$ cat src/rvs_regs.vh
`ifndef RVS_REGS_VH
`define RVS_REGS_VH
// APB register byte offsets
`define RVS_OFF_CTRL      12'h000
`define RVS_OFF_STATUS    12'h004
`define RVS_OFF_VEC_ADDR  12'h008
`define RVS_OFF_ENTRY     12'h00C
`define RVS_OFF_RDATA     12'h010
// Control fields
`define RVS_CTRL_REDUCED  0
// Status fields
`define RVS_ST_DONE       0
`define RVS_ST_BOOT       1
`define RVS_ST_BUS        2
`define RVS_ST_SEL_LO     3
`define RVS_ST_ERR        5
`define RVS_ST_FLAGS      6
// Vector locations
`define RVS_VEC_00        32'h0000_0000
`define RVS_VEC_01        32'h7FFF_FFFF
`define RVS_VEC_10        32'h8000_0000
`define RVS_VEC_11        32'hFFFF_FFFF
// Least reset hold in phase-one cycles
`define RVS_RST_MIN_CYC   4'hA
`endif

$ cat src/rvs_reset_vector_select.v
// Behaviour
// - After reset release, read word at vector location and start execution at the address it holds.
// - Select pins sampled in reset: 00 local 0000_0000, 01 local 7FFF_FFFF.
// - Code 10 global 8000_0000, code 11 global FFFF_FFFF; full 32-bit addresses.
// - Boot mode: device supplies vector to on-chip bootloader start itself.
// - Reduced-pin variant drives only low 24 address bits on both buses.
`timescale 1ns/1ps
`include "rvs_regs.vh"
module rvs_reset_vector_select #(
  parameter [31:0] BOOT_VECTOR = 32'h0000_1000,
  parameter        REDUCED_PIN = 1'b0
) (
  input  wire        pclk,
  input  wire        presetn,
  input  wire        psel,
  input  wire        penable,
  input  wire        pwrite,
  input  wire [11:0] paddr,
  input  wire [31:0] pwdata,
  output reg  [31:0] prdata,
  output reg         pready,
  output reg         pslverr,
  input  wire        core_rst_n,
  input  wire [1:0]  vector_select_pins,
  input  wire        boot_rom_enable,
  input  wire [3:0]  int_flag_pins,
  output reg  [31:0] global_addr_pins,
  output reg  [31:0] local_addr_pins,
  output reg         global_strobe_n,
  output reg  [1:0]  local_bus_strobes_n,
  input  wire [31:0] mem_rdata,
  input  wire        mem_ready,
  output reg  [31:0] exec_start_addr,
  output reg         exec_start
);

  // ****************************************
  // State encoding and storage
  // ****************************************
  localparam [3:0] ST_RESET = 4'b0001;
  localparam [3:0] ST_FETCH = 4'b0010;
  localparam [3:0] ST_RUN   = 4'b0100;
  localparam [3:0] ST_WAIT  = 4'b1000;

  reg  [3:0]  state_q;
  reg  [1:0]  sel_q;
  reg         boot_q;
  reg  [3:0]  hold_cnt_q;
  reg         short_err_q;
  reg  [31:0] vec_addr_q;
  reg  [31:0] rdata_q;
  reg         reduced_q;
  reg  [3:0]  flags_q;
  reg  [31:0] vec_addr_d;
  reg  [31:0] status_word;
  reg  [31:0] rd_mux;
  reg         addr_hit;
  wire [31:0] pin_addr;
  wire        hold_met;
  wire        fetch_on;

  // ****************************************
  // Vector table
  // ****************************************
  // Full 32-bit addresses; the pin drive trims them on reduced-pin parts
  always @* begin
    case (sel_q)
      2'b00:   vec_addr_d = `RVS_VEC_00;
      2'b01:   vec_addr_d = `RVS_VEC_01;
      2'b10:   vec_addr_d = `RVS_VEC_10;
      default: vec_addr_d = `RVS_VEC_11;
    endcase
  end

  // ****************************************
  // Reset hold counter
  // ****************************************
  // The edge that drops back into reset already sees the pin low, so it counts as one
  always @(posedge pclk or negedge presetn) begin
    if (!presetn) begin
      hold_cnt_q <= 4'h0;
    end else if (!core_rst_n && state_q != ST_RESET) begin
      hold_cnt_q <= 4'h1;
    end else if (state_q == ST_RESET && !hold_met) begin
      hold_cnt_q <= hold_cnt_q + 4'h1;
    end
  end

  assign hold_met = (hold_cnt_q == `RVS_RST_MIN_CYC);
  assign fetch_on = !global_strobe_n || (local_bus_strobes_n == 2'b00);

  // ****************************************
  // Fetch sequencer
  // ****************************************
  // Reduced-pin parts drive the top byte as zero (low)
  assign pin_addr = (reduced_q | REDUCED_PIN) ? {8'h00, vec_addr_q[23:0]} : vec_addr_q;

  always @(posedge pclk or negedge presetn) begin
    if (!presetn) begin
      state_q             <= ST_RESET;
      sel_q               <= 2'b00;
      boot_q              <= 1'b0;
      short_err_q         <= 1'b0;
      vec_addr_q          <= 32'h0000_0000;
      rdata_q             <= 32'h0000_0000;
      flags_q             <= 4'h0;
      global_addr_pins    <= 32'h0000_0000;
      local_addr_pins     <= 32'h0000_0000;
      global_strobe_n     <= 1'b1;
      local_bus_strobes_n <= 2'b11;
      exec_start_addr     <= 32'h0000_0000;
      exec_start          <= 1'b0;
    end else begin
      exec_start <= 1'b0;
      case (state_q)
        ST_RESET: begin
          // Pins follow while core reset is low; frozen at release
          sel_q   <= vector_select_pins;
          boot_q  <= boot_rom_enable;
          flags_q <= int_flag_pins;
          if (core_rst_n) begin
            // Short pulse is flagged, fetch still proceeds
            short_err_q <= !hold_met;
            state_q     <= ST_FETCH;
          end
        end
        ST_FETCH: begin
          vec_addr_q <= vec_addr_d;
          if (boot_q) begin
            // Bootloader vector is internal; no bus cycle
            exec_start_addr <= BOOT_VECTOR;
            exec_start      <= 1'b1;
            state_q         <= ST_RUN;
          end else begin
            state_q <= ST_WAIT;
          end
        end
        ST_WAIT: begin
          if (sel_q[1]) begin
            global_addr_pins <= pin_addr;
            global_strobe_n  <= 1'b0;
          end else begin
            local_addr_pins     <= pin_addr;
            local_bus_strobes_n <= 2'b00;
          end
          if (mem_ready && fetch_on) begin
            rdata_q             <= mem_rdata;
            exec_start_addr     <= mem_rdata;
            exec_start          <= 1'b1;
            global_strobe_n     <= 1'b1;
            local_bus_strobes_n <= 2'b11;
            state_q             <= ST_RUN;
          end
        end
        ST_RUN: begin
          if (!core_rst_n)
            state_q <= ST_RESET;
        end
        default: state_q <= ST_RESET;
      endcase
      if (!core_rst_n && state_q != ST_RESET) begin
        global_strobe_n     <= 1'b1;
        local_bus_strobes_n <= 2'b11;
        state_q             <= ST_RESET;
      end
    end
  end

  // ****************************************
  // Status word and read decode
  // ****************************************
  always @* begin
    status_word                      = 32'h0000_0000;
    status_word[`RVS_ST_DONE]        = (state_q == ST_RUN);
    status_word[`RVS_ST_BOOT]        = boot_q;
    status_word[`RVS_ST_BUS]         = sel_q[1];
    status_word[`RVS_ST_SEL_LO +: 2] = sel_q;
    status_word[`RVS_ST_ERR]         = short_err_q;
    status_word[`RVS_ST_FLAGS +: 4]  = flags_q;
  end

  // Unmapped offsets read as zero and answer with an error
  always @* begin
    addr_hit = 1'b1;
    rd_mux   = 32'h0000_0000;
    case (paddr)
      `RVS_OFF_CTRL:     rd_mux = {31'h0, reduced_q};
      `RVS_OFF_STATUS:   rd_mux = status_word;
      `RVS_OFF_VEC_ADDR: rd_mux = vec_addr_q;
      `RVS_OFF_ENTRY:    rd_mux = exec_start_addr;
      `RVS_OFF_RDATA:    rd_mux = rdata_q;
      default:           addr_hit = 1'b0;
    endcase
  end

  // ****************************************
  // APB register slave
  // ****************************************
  // One wait state: pready rises the cycle after the access phase is seen
  wire apb_acc = psel & penable & ~pready;

  always @(posedge pclk or negedge presetn) begin
    if (!presetn) begin
      reduced_q <= 1'b0;
      prdata    <= 32'h0000_0000;
      pready    <= 1'b0;
      pslverr   <= 1'b0;
    end else begin
      pready  <= apb_acc;
      pslverr <= apb_acc & ~addr_hit;
      if (apb_acc) begin
        prdata <= rd_mux;
        if (pwrite && paddr == `RVS_OFF_CTRL)
          reduced_q <= pwdata[`RVS_CTRL_REDUCED];
      end
    end
  end

endmodule // rvs_reset_vector_select

$ cat config.mk
export PLATFORM = sky130hd
export DESIGN_NAME = rvs_reset_vector_select
export DESIGN_NICKNAME = d
export VERILOG_FILES = /design/src/rvs_reset_vector_select.v
export VERILOG_INCLUDE_DIRS = /design/src
export SDC_FILE = /design/constraint.sdc
export NUM_CORES = 1
export LEC_CHECK = 0
export BUFFER_PORTS_ARGS = -buffer_cell sky130_fd_sc_hd__buf_4
export CAP_MARGIN = 0
export CORE_MARGIN = 2
export CORE_UTILIZATION = 33
export DETAILED_ROUTE_END_ITERATION = 8
export HOLD_SLACK_MARGIN = 0.12
export PLACE_DENSITY = 0.58
export REMOVE_ABC_BUFFERS = 1
export SETUP_SLACK_MARGIN = 0.2
export SLEW_MARGIN = 20
export SYNTH_ARGS = -nofsm -noshare
export SYNTH_HDL_FRONTEND = slang
export SYNTH_SLANG_ARGS = --single-unit
$ cat constraint.sdc
create_clock -name pclk -period 3.6 [get_ports pclk]
set_input_delay 0 -clock pclk [delete_from_list [all_inputs] [get_ports pclk]]
set_output_delay 0 -clock pclk [all_outputs]
set_load 0.005 [all_outputs]
== Yosys cells after proc, flatten, opt, wreduce, memory -nomap -nowiden ==
Cells that the tools add are included.

* Add/subtract/negate cells: 1
* Multiply operators: 0
* Div/mod/pow operators: 0
* Magnitude comparators: 0
* Equality and inequality tests: 18
* Shift-type cells: 0
* Mux-type cells: 26
* Bitwise gates (word level): 6
* Reductions and logical operators: 25

{| class="wikitable"
|+ Operator list
! operator !! count
|-
| $pmux 32 s5 || 1
|-
| $mux 32 || 3
|-
| $pmux 32 s3 || 1
|-
| $pmux 32 s2 || 1
|-
| $mux 4 || 7
|-
| $eq 12x4->1 const B || 2
|-
| $pmux 4 s4 || 1
|-
| $reduce_and 2->1 || 7
|-
| $eq 12x3->1 const B || 1
|-
| $eq 12x5->1 const B || 1
|-
| $logic_not 12->1 || 1
|-
| $eq 4x4->1 const B || 2
|-
| $mux 2 || 4
|-
| $mux 1 || 7
|-
| $ne 3x2->1 const B || 2
|-
| $reduce_and 3->1 || 2
|-
| $reduce_bool 2->1 || 3
|-
| $reduce_or 5->1 || 1
|-
| $add 4x1->4 const B || 1
|-
| $eq 4x1->1 const B || 1
|-
| $eq 4x2->1 const B || 1
|-
| $eq 4x3->1 const B || 1
|-
| $logic_and 1x1->1 || 4
|-
| $logic_not 2->1 || 2
|-
| other kinds (12) || 19
|}

* Bits in registers: 215
* Bits in latches: 0
* RAM bits: 0
* ROM bits: 0
* Output and inout port bits: 134
* Memories: 0

== Logic depth before layout (Yosys ltp) ==
* Word-level depth: 6
* Depth in mapped cells: 7

== Worst setup path before layout ==
No wires, ideal clock.

* Path type: register to register
* From: reg state_q[0]
* To: reg hold_cnt_q[2]
* Library setup time: 129 ps
* Data arrival time: 1886 ps
* Path slack: 1585 ps
* Stages on the path, launching flop included: 7
* Buffers on the path: 2
* Path through: dfstp_2 > clkbuf_1 > or4b_2 > clkbuf_1 > and2_1 > o21ai_0 > o21ai_0

* Longest elaborated chain between the ends: 3

{| class="wikitable"
|+ Ends and longest elaborated chain
! element !! line !! source
|-
| from (decl) || rvs_reset_vector_select.v:45 || <nowiki>reg [3:0] state_q;</nowiki>
|-
| from (signal assigned) || rvs_reset_vector_select.v:100 || <nowiki>state_q <= ST_RESET;</nowiki>
|-
| from (signal assigned) || rvs_reset_vector_select.v:124 || <nowiki>state_q <= ST_FETCH;</nowiki>
|-
| from (signal assigned) || rvs_reset_vector_select.v:133 || <nowiki>state_q <= ST_RUN;</nowiki>
|-
| $ne 4x1->1 or $eq 4x1->1 (tied branches) || rvs_reset_vector_select.v:82, rvs_reset_vector_select.v:84 ||
|-
| $logic_and 1x1->1, on equally long branches || rvs_reset_vector_select.v:82, rvs_reset_vector_select.v:84 ||
|-
| $mux 4 or $reduce_bool 2->1 (tied branches) || -- ||
|-
| to (signal assigned) || rvs_reset_vector_select.v:85 || <nowiki>hold_cnt_q <= hold_cnt_q + 4'h1;</nowiki>
|-
| to (decl) || rvs_reset_vector_select.v:48 || <nowiki>reg [3:0] hold_cnt_q;</nowiki>
|}

Parallel ways exist; a longest one is shown, timed or not.
A chain may end at the register's enable or synchronous reset.

== Final worst setup path ==
* From: reg state_q[1]
* To: reg exec_start_addr[6]

* Longest elaborated chain between the ends: 3

{| class="wikitable"
|+ Ends and longest elaborated chain
! element !! line !! source
|-
| $eq 4x4->1 or $eq 4x2->1 (tied branches) || rvs_reset_vector_select.v:115 || <nowiki>case (state_q)</nowiki>
|-
| $ne 2x2->1 (no line) or $reduce_bool 2->1 (tied branches) || -- ||
|-
| $reduce_and 3->1 (no line) || -- ||
|-
| to (signal assigned) || rvs_reset_vector_select.v:148 || <nowiki>exec_start_addr <= mem_rdata;</nowiki>
|-
| to (decl) || rvs_reset_vector_select.v:33 || <nowiki>output reg [31:0] exec_start_addr,</nowiki>
|}

Parallel ways exist; a longest one is shown, timed or not.

==> impl_metrics.toml <==
[floorplan]
die_w_um = 137.6
core_area_um2 = 17360
dieArea_um2 = 18920
row_count = 48
initial_core_util = 0.3391
ios = 224
die_h_um = 137.6

[logic_synthesis]
yosys_most_used_dff = "dfrtp_1"
netlist_top_cells_area = "dfrtp_1 52%, nand2_1 16%, buf_4 7.5%, a32oi_1 3.3%, o21ai_0 2.0%"
syn_inst = 627
synth_edf_count = 0
netlist_area_um2 = 5886
syn_avg_cell_area_um2 = 9.387
yosysTopAreaCell = "dfrtp_1"
ys_ff_latch = 126
synth_mux_area_frac = 0.02381
ys_types = 41
synth_fa_ha_area_frac = 0.004252
synth-xor-area-share = 0.002976
synth_compound_area_frac = 0.1023
synth-simple-area-share = 0.2281
synth_top_area_share = 0.5230
synth_warnings = 0
synth_top_family_by_area = "simple AND/OR/NAND/NOR gates"
synthArstFlopShare = 1.000
yosysSeqAreaShare = 0.5364

[sta]
clock.fmax_mhz = 391.2
min_period_ns = 2.556
fin_crit_sh = 0.7101
finalSetupTns_ns = 0
hold_viol = 0
worst_slew_margin_rel = 0.3439
report.final.slew_viol_count = 0
setup_viol = 0
rsz0062_at_grt = "false"
tightestPinTransition_ns = 0.9841
fin_worst_skew_ns = 0.01487

[setup_path]
critical_path.max_stage_delay_ns = 0.79
cp_max_fo = 18
cp_top_family = "simple AND/OR/NAND/NOR gates"
worstPathArrival_ns = 2.85
path_cells = "nor4b_1, a22oi_2, buf_4, a22o_1"
worstPathRequired_ns = 3.89
worstSetupEndpointType = "flip-flop"
path_class = "reg2reg"
worst-path-buf-inv = 1
cp-start-kind = "flip-flop"
cp_slowest_cell = "nor4b_1"

[place]
globalplace.congestion = 0.7929
io_buffers = 192
dp_hpwl_um = 11250
place_area_um2 = 7119

[layout]
areaGrowthSynthToFinish_pct = 40.05
nets = 896
final_area_um2 = 8243
drive_above_1_share = 0.3150
n_fill_cell = 1631
n_antenna_cell = 0

[hold_path]
hp-class = "in2reg"

[global_routing]
grt_pass1_wl_um = 26260
globalRouteOverflowTotal = 0
antenna_found_initial = 0
grt_max_degree = 50
grt_pass1_vias = 4966
gr-usage-all-layers = 0.1813

[cts]
root_buffer = "clkbuf_16"
cts_sinks = 126
clk_latency_ns = 0.42
cts_setup_buffers = 0
cts_tree = "built"
cts-hold-fix-buffers = 52
cts_resized = 0
clkSlewWorstSetupHoldPaths_ns = 0.06
cts_buffers = 17
cts_max_level = 4
ctsLongestPathBuffers = 2

[power]
ir_worst_vdd_mv = 0.3210
p_leak_nw = 4.232
pwr_density_cell_nw_per_um2 = 533.9

[run_status]
outcome = "finished clean"

[detailed_routing]
drc = 0
drt_wl_total_um = 16730
vias_per_cell = 4.756
antenna_left = 0
drt_iter0_drc = 332
wire_per_inst_um = 16.07
drt_pass1_iterations = 5
vias = 4951

[flow_run]
maxCapViolations = 0
[layout make-up]
type / count / area, um^2 / share of cell area
multi-input cells: 403 / 2165 / 0.2626
inverters: 4 / 15.01 / 0.001821
clock inverters: 9 / 108.9 / 0.01321
repair buffers: 252 / 2032 / 0.2465
well taps: 225 / 281.5 / 0.03415
clock buffers: 22 / 484.2 / 0.05874
flip-flops and latches: 126 / 3157 / 0.3830
[path summary, 6_finish.rpt]
kind | startpoint | cells after the start | endpoint | slack [ns]
setup reg to reg | state_q[1] | 4 | exec_start_addr[6] | 1.04
max in group asynchronous | presetn | 4 | rdata_q[8] | 2.26
hold / removal | paddr[10] | 5 | prdata[2] | 0.15
min in group asynchronous | presetn | 4 | rdata_q[21] | 0.69
hold reg to reg | rdata_q[10] | 2 | rdata_q[10] | 0.47
setup / recovery | state_q[1] | 4 | exec_start_addr[6] | 1.04
[per-stage QoR]
stage	worst slack, ns	power, mW	hold slack (ns)	cells	utilization
2_1_floorplan	1.065	2.060	-0.2956	533	-
3_3_place_gp	1.031	2.656	-0.04033	958	0.4095
3_5_place_dp	1.113	2.696	-0.03441	958	0.4102
4_1_cts	1.059	4.455	0.1210	1041	0.4749
5_1_grt	0.8397	4.634	0.1839	1041	0.4749
6_report	1.044	4.401	0.1471	1041	0.4749
[worst min-delay path: cells and delay by family]
kind	cells	cell delay (ns)
AOI/OAI and AO/OA	2	0.17
buffers and inverters	1	0.08
and+or+nand+nor	2	0.26
[cell usage in the layout (no fill, tap or decap), types with 4 or more instances in the layout]
cell / count
buf_4: 200
nand2_1: 246
o21ai_0: 23
a32oi_1: 22
nor2_1: 7
nand2b_1: 5
a21oi_1: 13
dfrtp_1: 123
nand3b_1: 5
mux2i_1: 5
clkbuf_16: 17
clkbuf_8: 4
nor3_1: 4
clkinvlp_4: 4
a22o_1: 9
and2_1: 9
inv_1: 4
mux2_2: 8
dlygate4sd3_1: 51
a221o_1: 8
[kinds of logic after synthesis]
kind of cell,count (synthesis)
buffers and inverters,98
xor gates and xnor gates,2
adders and majority gates,2
AOI/OAI and AO/OA,85
and+or+nand+nor,301
muxes,13
DFF,126
[registers in the layout (all words and copies together), names as in the netlist, 2 cells and up]
register / cells
vec_addr_q: 2
exec_start_addr: 32
hold_cnt_q: 4
state_q: 4
sel_q: 2
prdata: 32
rdata_q: 32
global_addr_pins: 3
local_addr_pins: 3
flags_q: 4
[report_power, final]
group          switching (mW)  internal (mW)
Sequential              0.191           1.55
Clock                   0.611           1.09
Combinational           0.412          0.547
[routing by layer]
| metal | routed length [um] | up-vias | GRT usage |
|---|---|---|---|
| met2 | 7828 | 184 | 0.2946 |
| met4 | 111 | 0 | 0.05155 |
| li1 | - | 2388 | - |
| met1 | 7564 | 2367 | 0.2414 |
| met3 | 1221 | 12 | 0.04378 |
| met5 | 0 | - | 0 |
[Yosys cell counts (all sizes together), types with 4 or more instances]
cell / instances
nor4b: 5
buf: 70
inv: 4
a221o: 8
dfrtp: 123
nand2b: 5
mux2i: 5
mux2: 8
nand3b: 5
o21ai: 24
nor3: 5
a32oi: 22
a21oi: 14
clkbuf: 24
nand2: 246
a22o: 9
and2: 10
nor2: 7
Power figures use the tool's default switching activity.
